$ cat src/dosc_pkg.sv
// Package for the drive option status and control register bank
`default_nettype none
package dosc_pkg;
    // Register indices on the plain register port
    localparam logic [3:0] ADDR_NET_HEALTH   = 4'h0;
    localparam logic [3:0] ADDR_DL_LOCKOUT   = 4'h1;
    localparam logic [3:0] ADDR_PROF_TRIP    = 4'h2;
    localparam logic [3:0] ADDR_SYNC_STATUS  = 4'h3;
    localparam logic [3:0] ADDR_SEQ_CTRL     = 4'h4;
    localparam logic [3:0] ADDR_FRZ_PASS     = 4'h5;
    localparam logic [3:0] ADDR_FRZ_POL      = 4'h6;
    localparam logic [3:0] ADDR_TASK_PRIO    = 4'h7;
    localparam logic [3:0] ADDR_IRQ_STATUS   = 4'h8;
    localparam logic [3:0] ADDR_IRQ_MASK     = 4'h9;
    localparam logic [3:0] ADDR_TRIP_CODE    = 4'ha;

    // Network health codes
    localparam logic [15:0] NET_NO_DATA      = 16'h0000;
    localparam logic [15:0] NET_RECONFIG     = 16'hffff;
    localparam logic [15:0] NET_INIT_ERR     = 16'hfffe;
    localparam logic [15:0] NET_SELF_NET_RECONFIG_SEEN   = 16'hfffd;
    localparam logic [15:0] NET_MSG_MAX      = 16'h7fff;

    // Sync status codes
    localparam logic [1:0] SYNC_NONE         = 2'h0;
    localparam logic [1:0] SYNC_MASTER       = 2'h1;
    localparam logic [1:0] SYNC_MASTER_BAD   = 2'h3;

    // Sequence control codes
    localparam logic [1:0] SEQ_RUN           = 2'h0;
    localparam logic [1:0] SEQ_STOP          = 2'h1;
    localparam logic [1:0] SEQ_PAUSE         = 2'h2;
    localparam logic [1:0] SEQ_STEP          = 2'h3;

    // Trip codes
    localparam logic [7:0] TRIP_DOWNLOAD     = 8'h46;
    localparam logic [7:0] TRIP_PROFILE      = 8'h51;

    // Interrupt status bit positions
    localparam int IRQ_FREEZE                = 0;
    localparam int IRQ_TRIP                  = 1;
    localparam int IRQ_DL_REJECT             = 2;
    localparam int IRQ_RECONFIG              = 3;
    localparam int IRQ_BITS                  = 4;

    // One second at 100 MHz, rate window for the message count
    localparam longint CLK_HZ                = 100000000;
    localparam longint SECOND_S              = 1;
    localparam longint SECOND_CYCLES         = SECOND_S * CLK_HZ;
endpackage
`default_nettype wire

$ cat src/dosc_regs.sv
// Drive option status and control register bank
`default_nettype none
// Function
// [RL1] Healthy traffic: report messages counted over the last second.
// [RL2] Ring active but no messages received: report zero.
// [RL3] Network reconfiguration detected: report minus one.
// [RL4] Interface configuration failed: report minus two.
// [RL5] This node forced a reconfiguration: report minus three.
// [RL6] Lockout and drive enabled: reject download; trip 70 if global trips.
// [RL7] Profile error trips with 81 when select is 0, none at 1.
// [RL8] Sync status 0 without master request or when another is master.
// [RL9] Sync status 1 as master, 3 if master with bad frequency.
// [RL10] Sequence control codes: 0 run, 1 stop, 2 pause, 3 step.
// [RL11] Pass-through set: local freeze input drives internal freeze line.
// [RL12] Freeze event on input rise at polarity 0, fall at 1.
// [RL13] Without local input, capture on drive pulse edge by polarity.
// [RL14] Task priority bits are independent, each software settable.
// [RL15] Synchronise local freeze input before edge detection.
module dosc_regs
    import dosc_pkg::*;
#(
    parameter longint SECOND_LEN = SECOND_CYCLES
) (
    input  wire logic        clk_sys,
    input  wire logic        rst,
    input  wire logic [3:0]  reg_addr,
    input  wire logic [15:0] reg_wdata,
    input  wire logic        reg_wr,
    input  wire logic        reg_rd,
    output logic      [15:0] reg_rdata,
    input  wire logic        ring_active,
    input  wire logic        net_msg_rx,
    input  wire logic        net_reconfig_seen,
    input  wire logic        net_init_fail,
    input  wire logic        self_forced_reconfig,
    input  wire logic        drive_enabled,
    input  wire logic        download_req,
    input  wire logic        global_trip_en,
    input  wire logic        motion_profile_core_err,
    input  wire logic        sync_master_req,
    input  wire logic        other_is_master,
    input  wire logic        sync_freq_ok,
    input  wire logic        has_local_freeze,
    input  wire logic        local_freeze_input,
    input  wire logic        drive_freeze_pulse,
    output logic             download_reject,
    output logic             trip_req,
    output logic      [7:0]  trip_code,
    output logic             freeze_line,
    output logic             freeze_event,
    output logic      [1:0]  seq_mode,
    output logic      [7:0]  task_prio,
    output logic             irq
);
    typedef struct packed {
        logic [15:0] rdata;
        logic [15:0] net_health;
        logic [15:0] msg_cnt;
        logic [31:0] sec_cnt;
        logic        dl_lockout;
        logic        prof_trip_sel;
        logic [1:0]  seq_ctrl;
        logic        frz_pass;
        logic        frz_pol;
        logic [7:0]  prio;
        logic [IRQ_BITS-1:0] irq_stat;
        logic [IRQ_BITS-1:0] irq_mask;
        logic        dl_rej;
        logic        trip;
        logic [7:0]  tcode;
        logic        frz_line;
        logic        frz_evt;
        logic        sync0;
        logic        sync1;
        logic        frz_prev;
        logic        pulse_prev;
        logic        net_reconfig_seen_prev;
    } dosc_state_t;

    dosc_state_t st;
    dosc_state_t next_st;
    logic        frz_src;
    logic        frz_edge;
    logic [1:0]  sync_stat;
    logic [IRQ_BITS-1:0] ev;
    logic [15:0] msg_sum;

    // Message of the closing cycle still belongs to that window
    assign msg_sum = (net_msg_rx && st.msg_cnt != NET_MSG_MAX)
        ? st.msg_cnt + 16'h0001 : st.msg_cnt;

    // Sync status is live state, not a stored setting
    always_comb begin
        if (!sync_master_req || other_is_master) begin
            sync_stat = SYNC_NONE;                             // [RL8]
        end else if (!sync_freq_ok) begin
            sync_stat = SYNC_MASTER_BAD;                       // [RL9]
        end else begin
            sync_stat = SYNC_MASTER;                           // [RL9]
        end
    end

    // Only the second stage is looked at by the edge logic
    assign frz_src = has_local_freeze ? st.sync1 : drive_freeze_pulse;
    assign frz_edge = st.frz_pol
        ? (st.frz_prev && !frz_src)                            // [RL12] [RL13]
        : (!st.frz_prev && frz_src);                           // [RL12] [RL13]

    always_comb begin
        next_st = st;
        next_st.sync0 = local_freeze_input;                    // [RL15]
        next_st.sync1 = st.sync0;                              // [RL15]
        next_st.frz_prev = frz_src;
        next_st.frz_evt = frz_edge;
        next_st.pulse_prev = drive_freeze_pulse;
        next_st.net_reconfig_seen_prev = net_reconfig_seen;
        // Line follows the synchronised level, gated by pass-through
        next_st.frz_line = st.frz_pass && st.sync1;            // [RL11]

        // Download lockout and trip selection
        next_st.dl_rej = download_req && st.dl_lockout
            && drive_enabled;                                  // [RL6]
        next_st.trip = 1'b0;
        if (download_req && st.dl_lockout && drive_enabled
            && global_trip_en) begin
            next_st.trip  = 1'b1;                              // [RL6]
            next_st.tcode = TRIP_DOWNLOAD;
        end else if (motion_profile_core_err && !st.prof_trip_sel) begin
            next_st.trip  = 1'b1;                              // [RL7]
            next_st.tcode = TRIP_PROFILE;
        end

        // Message rate over a one-second window, saturating count
        next_st.msg_cnt = msg_sum;
        if (st.sec_cnt == 32'(SECOND_LEN - 1)) begin
            next_st.sec_cnt = 32'h0;
            next_st.msg_cnt = 16'h0;
        end else begin
            next_st.sec_cnt = st.sec_cnt + 32'h1;
        end
        // Faults take priority over the rate figure
        if (net_init_fail) begin
            next_st.net_health = NET_INIT_ERR;                 // [RL4]
        end else if (self_forced_reconfig) begin
            next_st.net_health = NET_SELF_NET_RECONFIG_SEEN;               // [RL5]
        end else if (net_reconfig_seen) begin
            next_st.net_health = NET_RECONFIG;                 // [RL3]
        end else if (!ring_active) begin
            next_st.net_health = st.net_health;
        end else if (st.sec_cnt == 32'(SECOND_LEN - 1)) begin
            next_st.net_health = msg_sum;                      // [RL1] [RL2]
        end else if (st.net_health[15]) begin
            next_st.net_health = NET_NO_DATA;                  // [RL2]
        end

        ev = '0;
        ev[IRQ_FREEZE]    = frz_edge;
        ev[IRQ_TRIP]      = next_st.trip;
        ev[IRQ_DL_REJECT] = next_st.dl_rej;
        ev[IRQ_RECONFIG]  = net_reconfig_seen && !st.net_reconfig_seen_prev;

        // Register port; read data valid the cycle after the strobe
        next_st.rdata = 16'h0;
        if (reg_wr) begin
            case (reg_addr)
                ADDR_DL_LOCKOUT:  next_st.dl_lockout    = reg_wdata[0];
                ADDR_PROF_TRIP:   next_st.prof_trip_sel = reg_wdata[0];
                ADDR_SEQ_CTRL:    next_st.seq_ctrl      = reg_wdata[1:0]; // [RL10]
                ADDR_FRZ_PASS:    next_st.frz_pass      = reg_wdata[0];
                ADDR_FRZ_POL:     next_st.frz_pol       = reg_wdata[0];
                ADDR_TASK_PRIO:   next_st.prio          = reg_wdata[7:0]; // [RL14]
                ADDR_IRQ_MASK:    next_st.irq_mask = reg_wdata[IRQ_BITS-1:0];
                default: ;
            endcase
        end
        if (reg_rd) begin
            case (reg_addr)
                ADDR_NET_HEALTH:  next_st.rdata = st.net_health;
                ADDR_DL_LOCKOUT:  next_st.rdata = {15'h0, st.dl_lockout};
                ADDR_PROF_TRIP:   next_st.rdata = {15'h0, st.prof_trip_sel};
                ADDR_SYNC_STATUS: next_st.rdata = {14'h0, sync_stat};
                ADDR_SEQ_CTRL:    next_st.rdata = {14'h0, st.seq_ctrl};
                ADDR_FRZ_PASS:    next_st.rdata = {15'h0, st.frz_pass};
                ADDR_FRZ_POL:     next_st.rdata = {15'h0, st.frz_pol};
                ADDR_TASK_PRIO:   next_st.rdata = {8'h0, st.prio};
                ADDR_IRQ_STATUS:  next_st.rdata = {12'h0, st.irq_stat};
                ADDR_IRQ_MASK:    next_st.rdata = {12'h0, st.irq_mask};
                ADDR_TRIP_CODE:   next_st.rdata = {8'h0, st.tcode};
                default:          next_st.rdata = 16'h0;
            endcase
        end
        // Read clears, but a same-cycle event survives
        if (reg_rd && reg_addr == ADDR_IRQ_STATUS) begin
            next_st.irq_stat = ev;
        end else begin
            next_st.irq_stat = st.irq_stat | ev;
        end
    end

    always_ff @(posedge clk_sys) begin
        if (rst) begin
            st <= '0;
        end else begin
            st <= next_st;
        end
    end

    assign reg_rdata       = st.rdata;
    assign download_reject = st.dl_rej;
    assign trip_req        = st.trip;
    assign trip_code       = st.tcode;
    assign freeze_line     = st.frz_line;
    assign freeze_event    = st.frz_evt;
    assign seq_mode        = st.seq_ctrl;
    assign task_prio       = st.prio;
    assign irq             = |(st.irq_stat & st.irq_mask);

    a_lockout_reject: assert property ( // [RL6]
        @(posedge clk_sys) disable iff (rst)
        (download_req && st.dl_lockout && drive_enabled) |=> download_reject)
        else $error("download not rejected");

    a_lockout_trip: assert property ( // [RL6]
        @(posedge clk_sys) disable iff (rst)
        (download_req && st.dl_lockout && drive_enabled && global_trip_en)
        |=> (trip_req && trip_code == TRIP_DOWNLOAD))
        else $error("download trip missing");

    a_profile_trip: assert property ( // [RL7]
        @(posedge clk_sys) disable iff (rst)
        (motion_profile_core_err && st.prof_trip_sel && !download_req)
        |=> !trip_req)
        else $error("profile trip not suppressed");

    a_sync_other: assert property ( // [RL8]
        @(posedge clk_sys) disable iff (rst)
        (reg_rd && reg_addr == ADDR_SYNC_STATUS && other_is_master)
        |=> reg_rdata == 16'h0)
        else $error("sync status not zero");

    a_sync_bad: assert property ( // [RL9]
        @(posedge clk_sys) disable iff (rst)
        (reg_rd && reg_addr == ADDR_SYNC_STATUS && sync_master_req
         && !other_is_master && !sync_freq_ok) |=> reg_rdata == 16'h3)
        else $error("sync status not three");

    // Two synchroniser stages plus the output flop
    a_freeze_pass: assert property ( // [RL11]
        @(posedge clk_sys) disable iff (rst)
        (st.frz_pass && local_freeze_input)[*3] |=> freeze_line)
        else $error("freeze line not passed");

    a_freeze_rise: assert property ( // [RL12]
        @(posedge clk_sys) disable iff (rst)
        (has_local_freeze && !st.frz_pol && $rose(st.sync1))
        |=> freeze_event)
        else $error("rising freeze missed");

    a_net_init: assert property ( // [RL4]
        @(posedge clk_sys) disable iff (rst)
        net_init_fail |=> st.net_health == NET_INIT_ERR)
        else $error("init error not reported");

    a_net_self: assert property ( // [RL5]
        @(posedge clk_sys) disable iff (rst)
        (self_forced_reconfig && !net_init_fail)
        |=> st.net_health == NET_SELF_NET_RECONFIG_SEEN)
        else $error("self reconfig not reported");

    a_dl_quiet: assert property ( // [RL6]
        @(posedge clk_sys) disable iff (rst)
        !(download_req && st.dl_lockout && drive_enabled)
        |=> !download_reject)
        else $error("download rejected without cause");

    a_dl_no_global: assert property ( // [RL6]
        @(posedge clk_sys) disable iff (rst)
        (download_req && st.dl_lockout && drive_enabled
         && !global_trip_en && !motion_profile_core_err) |=> !trip_req)
        else $error("download trip without global enable");

    a_profile_fire: assert property ( // [RL7]
        @(posedge clk_sys) disable iff (rst)
        (motion_profile_core_err && !st.prof_trip_sel && !download_req)
        |=> (trip_req && trip_code == TRIP_PROFILE))
        else $error("profile trip missing");

    a_sync_none: assert property ( // [RL8]
        @(posedge clk_sys) disable iff (rst)
        (reg_rd && reg_addr == ADDR_SYNC_STATUS && !sync_master_req)
        |=> reg_rdata == 16'h0)
        else $error("sync status not zero without request");

    a_sync_master: assert property ( // [RL9]
        @(posedge clk_sys) disable iff (rst)
        (reg_rd && reg_addr == ADDR_SYNC_STATUS && sync_master_req
         && !other_is_master && sync_freq_ok) |=> reg_rdata == 16'h1)
        else $error("sync status not one");

    a_seq_write: assert property ( // [RL10]
        @(posedge clk_sys) disable iff (rst)
        (reg_wr && reg_addr == ADDR_SEQ_CTRL)
        |=> seq_mode == $past(reg_wdata[1:0]))
        else $error("sequence code not taken");

    a_prio_write: assert property ( // [RL14]
        @(posedge clk_sys) disable iff (rst)
        (reg_wr && reg_addr == ADDR_TASK_PRIO)
        |=> task_prio == $past(reg_wdata[7:0]))
        else $error("priority bits not taken");

    a_prio_hold: assert property ( // [RL14]
        @(posedge clk_sys) disable iff (rst)
        !(reg_wr && reg_addr == ADDR_TASK_PRIO) |=> $stable(task_prio))
        else $error("priority bits changed unasked");

    a_freeze_off: assert property ( // [RL11]
        @(posedge clk_sys) disable iff (rst)
        !st.frz_pass |=> !freeze_line)
        else $error("freeze line driven while off");

    a_freeze_fall: assert property ( // [RL12]
        @(posedge clk_sys) disable iff (rst)
        (has_local_freeze && st.frz_pol && $fell(st.sync1))
        |=> freeze_event)
        else $error("falling freeze missed");

    // A steady input must never yield a second event
    a_freeze_quiet: assert property ( // [RL15]
        @(posedge clk_sys) disable iff (rst)
        (has_local_freeze && $past(has_local_freeze) && $stable(st.sync1))
        |=> !freeze_event)
        else $error("freeze event without edge");

    a_pulse_rise: assert property ( // [RL13]
        @(posedge clk_sys) disable iff (rst)
        (!has_local_freeze && $past(has_local_freeze) == 1'b0
         && !st.frz_pol && $rose(drive_freeze_pulse)) |=> freeze_event)
        else $error("rising drive pulse missed");

    a_pulse_fall: assert property ( // [RL13]
        @(posedge clk_sys) disable iff (rst)
        (!has_local_freeze && $past(has_local_freeze) == 1'b0
         && st.frz_pol && $fell(drive_freeze_pulse)) |=> freeze_event)
        else $error("falling drive pulse missed");

    a_net_net_reconfig_seen: assert property ( // [RL3]
        @(posedge clk_sys) disable iff (rst)
        (net_reconfig_seen && !self_forced_reconfig && !net_init_fail)
        |=> st.net_health == NET_RECONFIG)
        else $error("reconfig not reported");

    // Rate figure is never one of the negative codes
    a_net_rate: assert property ( // [RL1]
        @(posedge clk_sys) disable iff (rst)
        (ring_active && !net_reconfig_seen && !self_forced_reconfig
         && !net_init_fail && st.sec_cnt == 32'(SECOND_LEN - 1))
        |=> st.net_health <= NET_MSG_MAX)
        else $error("rate figure out of range");

    a_net_nodata: assert property ( // [RL2]
        @(posedge clk_sys) disable iff (rst)
        (ring_active && !net_reconfig_seen && !self_forced_reconfig
         && !net_init_fail && st.sec_cnt == 32'(SECOND_LEN - 1)
         && st.msg_cnt == 16'h0 && !net_msg_rx)
        |=> st.net_health == NET_NO_DATA)
        else $error("idle ring not reported as zero");
endmodule
`default_nettype wire

$ cat config.mk
export PLATFORM = sky130hd
export DESIGN_NAME = dosc_regs
export DESIGN_NICKNAME = d
export VERILOG_FILES = /design/src/dosc_pkg.sv /design/src/dosc_regs.sv
export SDC_FILE = /design/constraint.sdc
export NUM_CORES = 1
export LEC_CHECK = 0
export ABC_AREA = 0
export ABC_CLOCK_PERIOD_IN_PS = 2400
export BUFFER_PORTS_ARGS = -buffer_cell sky130_fd_sc_hd__buf_2
export CORE_MARGIN = 10
export CORE_UTILIZATION = 46
export DETAILED_ROUTE_END_ITERATION = 10
export PLACE_DENSITY_LB_ADDON = 0.3
export SLEW_MARGIN = 20
export SYNTH_ARGS = -nofsm -noshare
export SYNTH_HDL_FRONTEND = slang
export SYNTH_SLANG_ARGS = --single-unit
export TNS_END_PERCENT = 1
$ cat constraint.sdc
create_clock -name clk_sys -period 2.4 [get_ports clk_sys]
set_input_delay 0.36 -clock clk_sys [delete_from_list [all_inputs] [get_ports clk_sys]]
set_output_delay 0.36 -clock clk_sys [all_outputs]
set_load 0.02 [all_outputs]
==> impl_metrics.ini, run 1 <==
[synthesis]
ys_types = 68
ys_seq_area_share_pct = 42.12
synth.avg_cell_area_um2 = 8.620
synth_area_um2 = 5370
yosys_warnings = 0
synth_seq_cells = 113
synthCells = 623
synth_edf_count = 0
synth_top_area_share_pct = 42.12
yosys.area.top_type = dfxtp_1
synth.top_cells.by_area = dfxtp_1, buf_4, nor2_1, nand3_1, nand2_1
async_reset_ff_share_pct = 0
synthFlopType = dfxtp_1

[power_and_ir_drop]
p_switching_uw = 1099
p_comb_share_pct = 4.8
clkPwrFrac_pct = 54.5
p_per_area_nw_per_um2 = 771.1
leakagePower_uw = 0.002526
intPower_uw = 3714
p_seq_share_pct = 40.6
peakVddDrop_mv = 0.5796
netSwitchingFraction_pct = 22.84

[clock_tree]
cts_tree = yes
cts_setup_buffers = 0
cts-buffers-inserted = 17
htree_num_levels = 4
ctsHoldBuffers = 0
cts_sinks = 113
clockBufferDepth = 2
worstSkewPairLatency_ps = 420
root_buffer = clkbuf_16
cts_resized = 0
clk_pin_slew_ps = 60

[detailed_routing]
vias = 4548
drt_iter0_markers = 355
wirelength_mm = 12.50
drc = 0
routedWlPerCell_um = 15.31
antenna_left = 0
via_per_inst = 5.574
drt_first_pass_iters = 6

[timing]
setup_ws_ps = 188.6
layout_min_cycle_time_ps = 2211
rsz0062_at_grt = true
hold_viol = 0
max_freq_ghz = 0.4522
drv_slew = 0
tns_ps = 0
fin_skew_ps = 8.996
slew_headroom_pct = 62.28
finalSetupViolations = 0
tightestPinTransition_ps = 563.7
hold_ws_ps = 163.9
period_share_pct = 92.14

[outcome]
status = finished clean

[grt]
grt_pass1_vias = 4301
grt_pass1_wl_mm = 20.58
grt_max_degree = 32
track_usage_pct = 15.17
antenna_found_initial = 0
grt.overflow.total = 0

[placement]
place_hpwl_mm = 9.113
placedCellCount = 784
place_area_um2 = 5589
port-buffer-count = 66
place_ws_ps = 72.74
routabilityCongestion = 0.8749

[layout]
design_area_um2 = 6242
diodes = 0
final_cells = 816
layout_commonest_cell = dfxtp_1
layout_common_cells = dfxtp_1, nor2_1, buf_2
num-nets-final = 701
layout-drive-gt1-share_pct = 20.80
area_growth_pct = 16.24

[die]
core_area_um2 = 11420
io_pins = 78
die_h_um = 128.0
start_util_pct = 47.03
rows = 39
die_w_um = 128.0
fp.dieArea_um2 = 16400

[setup_path]
cp.arrival_ps = 2530
required_ps = 2720
cp_max_fo = 12
end_kind = register
path_class = register to register
start_kind = register

[job]
cap_violations = 0

[hold_path]
hold_class = primary input to register
-- final cells by class --
class | instances | area, µm²
fill | 1023 | 5176
multi-input combinational | 423 | 2641
sequential | 113 | 2262
clock buffer | 19 | 452.9
timing repair buffer | 80 | 435.4
tap | 143 | 178.9
clock inverter | 13 | 177.7
inverter | 25 | 93.84
-- metrics by stage --
step	power, µW	util, %
after floorplan	2155	-
after global placement	2218	48.95
after detailed placement	2223	48.95
after CTS	4851	54.47
after global routing	4965	54.67
final	4813	54.67
-- registers in the layout, summed over array words and instances (netlist names) --
register and flops:
freeze_line 1, trip_req 1, st 79, next_st 1, trip_code 3, task_prio 8
reg_rdata 16, seq_mode 2, freeze_event 1, download_reject 1
-- path summary, 6_finish.rpt --
check | from | to | slack [ps] | depth (start not counted)
max | st[39] | st[94] | 190 | 7
min | local_freeze_input | next_st[3] | 160 | 2
max reg2reg | st[39] | st[94] | 190 | 7
min reg2reg | st[0] | st[24] | 400 | 1
-- synthesized netlist by cell type (7+ instances only) --
cell	instances
dfxtp_1	113
nor2_1	73
nand2_1	43
buf_4	39
nand3_1	37
a21oi_1	25
inv_1	25
o21ai_0	18
xor2_1	18
nand4_1	17
nor3_1	16
clkbuf_1	15
and3_1	14
and2_1	13
a221oi_1	12
mux2i_1	10
xnor2_1	10
nor4_1	9
nor2b_1	8
or3_1	8
a22oi_1	7
and4_1	7
-- kinds of logic after synthesis --
logic type                 after synthesis  share of synthesized area (%)
other                                    1                        0.06983
AOI/OAI and AO/OA                      105                          14.42
adders and majority gates                2                         0.4659
buffers and inverters                   89                          9.250
and+or+nand+nor                        272                          26.61
xor gates and xnor gates                28                          4.567
muxes                                   13                          2.493
DFF                                    113                          42.12
-- power by group through the flow --
| stage | Combinational (µW) | Sequential (µW) | Clock [µW] |
|---|---|---|---|
| after floorplan | 169 | 1990 | 0 |
| after global placement | 224 | 1990 | 0 |
| after detailed placement | 227 | 2000 | 0 |
| after CTS | 229 | 1960 | 2670 |
| after global routing | 256 | 1960 | 2750 |
| final | 232 | 1960 | 2630 |
-- critical path: stages (launching register included) --
cell and delay (ps):
dfxtp_1 370, ha_1 210, and3_1 260, nand4_1 200, nor4_4 350, buf_4 270, o211ai_1 150, a221oi_1 300
-- per-layer routing --
metal	global-route usage (%)	wire, µm
met4	6.821	239
met5	0	0
met2	23.27	5708
met3	5.170	833
met1	18.84	5715
Note: power is estimated with default switching activity, not from simulation.
==> run 2, diff against run 1 <==
PLACE_DENSITY = 0.66   (was default)
PLACE_DENSITY_LB_ADDON = default   (was 0.3)
==> run 2 against run 1 <==
Compared with the run above: clock power is 5% lower; routed wire length is 0.75% higher; largest power group unchanged; sequential power hardly changed.
==> impl_metrics.ini, run 2 (synthesis gave the netlist of run 1 again) <==
[power_and_ir_drop]
clkPwrFrac_pct = 53.2
p_comb_share_pct = 5.0
p_seq_share_pct = 41.8
netSwitchingFraction_pct = 22.11
intPower_uw = 3645
p_per_area_nw_per_um2 = 752.5
leakagePower_uw = 0.002504
p_switching_uw = 1035
peakVddDrop_mv = 0.4896

[detailed_routing]
wl_met3_um = 874
top_layer_used = met4
drt_first_pass_iters = 5
drt-met1-wl_mm = 5.742
routedWlPerCell_um = 15.37
antenna_left = 0
dr_wl_met2_mm = 5.766
via_per_inst = 5.576
wirelength_mm = 12.59
vias = 4567
drc = 0
drt_iter0_markers = 344

[grt]
grt_max_degree = 26
grt_pass1_wl_mm = 20.93
grt.overflow.total = 0
antenna_found_initial = 0
grt_pass1_vias = 4318
track_usage_pct = 15.48

[setup_path]
end_kind = register
r2r-end = st[45]
regToRegSetupSlack_ps = 170
cp.arrival_ps = 2520
rr_worst_depth = 7
required_ps = 2690
rr_startpoint = st[39]
cp_max_fo = 17
start_kind = register
path_class = register to register

[die]
core_area_um2 = 11420
fp.dieArea_um2 = 16400
die_h_um = 128.0
io_pins = 78
die_w_um = 128.0
start_util_pct = 47.03
rows = 39

[timing]
hold_viol = 0
max_freq_ghz = 0.4492
tightestPinTransition_ps = 602.6
slew_headroom_pct = 59.83
tns_ps = 0
drv_slew = 0
fin_skew_ps = 7.530
layout_min_cycle_time_ps = 2226
period_share_pct = 92.75
finalSetupViolations = 0
rsz0062_at_grt = false

[placement]
routabilityCongestion = 0.9001
port-buffer-count = 66
placedCellCount = 784
place_hpwl_mm = 9.108

[clock_tree]
cts_sinks = 113
clockBufferDepth = 2
worstSkewPairLatency_ps = 410
clk_pin_slew_ps = 50
cts-buffers-inserted = 17
cts_tree = yes
htree_num_levels = 4
root_buffer = clkbuf_16
ctsHoldBuffers = 0

[layout]
layout-drive-gt1-share_pct = 20.71
diodes = 0
multiInputGateArea_um2 = 2633
layout_common_cells = dfxtp_1, nor2_1, buf_2
area_growth_pct = 15.82
largest_reg_flops = 79
nFillCells = 1051
layout_commonest_cell = dfxtp_1
final_cells = 819
regMostFlops = st
num-nets-final = 704
layout.area.seq_um2 = 2262

[hold_path]
min_from = local_freeze_input
worstHoldPathCells = 2
hold_end = next_st[3]
hold_class = primary input to register

[job]
cap_violations = 0

[outcome]
status = finished clean
## run 2: cell types whose count changed in the layout (fill, tap and decap cells not counted)
cell	before	now
inv_6	3	0
clkbuf_1	0	3
a221oi_2	2	3
clkinvlp_4	0	2
clkbuf_8	2	4
clkinv_4	7	2
clkinv_2	0	2
bufinv_16	3	2
buf_4	14	17
nor4_4	2	1
nor4_1	8	9
a221oi_1	12	11
## run 2: final cells by class
type	instances	area share, %
Clock inverter	8	1.650
Inverter	25	1.509
Sequential cell	113	36.37
Timing Repair Buffer	83	7.363
Clock buffer	24	7.906
Tap cell	143	2.877
Multi-Input combinational cell	423	42.33
## run 2: metal layers
layer	vias to the layer above	global-route usage, %
li1	2256	-
met1	2160	19.37
met2	131	23.78
met3	20	5.583
met4	0	6.026
met5	-	0
## run 2: repair_timing
action	4_1_cts	5_1_grt
setup endpoints to repair	0	44
gates resized for setup	0	4
setup buffers	0	3
endpoints found under the hold margin	0	0
## run 2: power groups by stage
stage | combinational (µW) | sequential (µW) | clock, µW
6_report | 234 | 1960 | 2490
5_1_grt | 262 | 1960 | 2620
4_1_cts | 231 | 1960 | 2520
3_5_place_dp | 229 | 2000 | 0
3_3_place_gp | 224 | 1990 | 0
2_1_floorplan | 169 | 1990 | 0
## run 2: worst max-delay path, stage by stage, from the launching register on
cell     delay, ps
dfxtp_1        370
ha_1           220
and3_1         250
nand4_1        210
nor4_1         430
or2_4          300
buf_4          250
nor2_1          70
## run 2: metrics by stage
stage	utilization (%)	power [µW]	instance area, µm²	hold slack, ps	worst slack, ps
after floorplan	-	2155	5378	388.0	453.5
after global placement	48.95	2218	5589	390.8	140.0
after detailed placement	48.95	2225	5589	396.9	77.66
after CTS	54.15	4712	6183	156.8	70.96
after global routing	54.47	4846	6220	157.8	2.109
final	54.47	4680	6220	169.4	174.0
## run 2: worst max-delay path by stage
stage,startpoint,end,slack [ps],cells past startpoint
CTS,st[39],st[97],70,6
floorplan,st[39],st[72],450,8
detailed placement,st[39],st[97],80,6
global route,st[39],st[98],2,6
global placement,st[39],st[97],140,6
finish,st[39],st[45],170,7
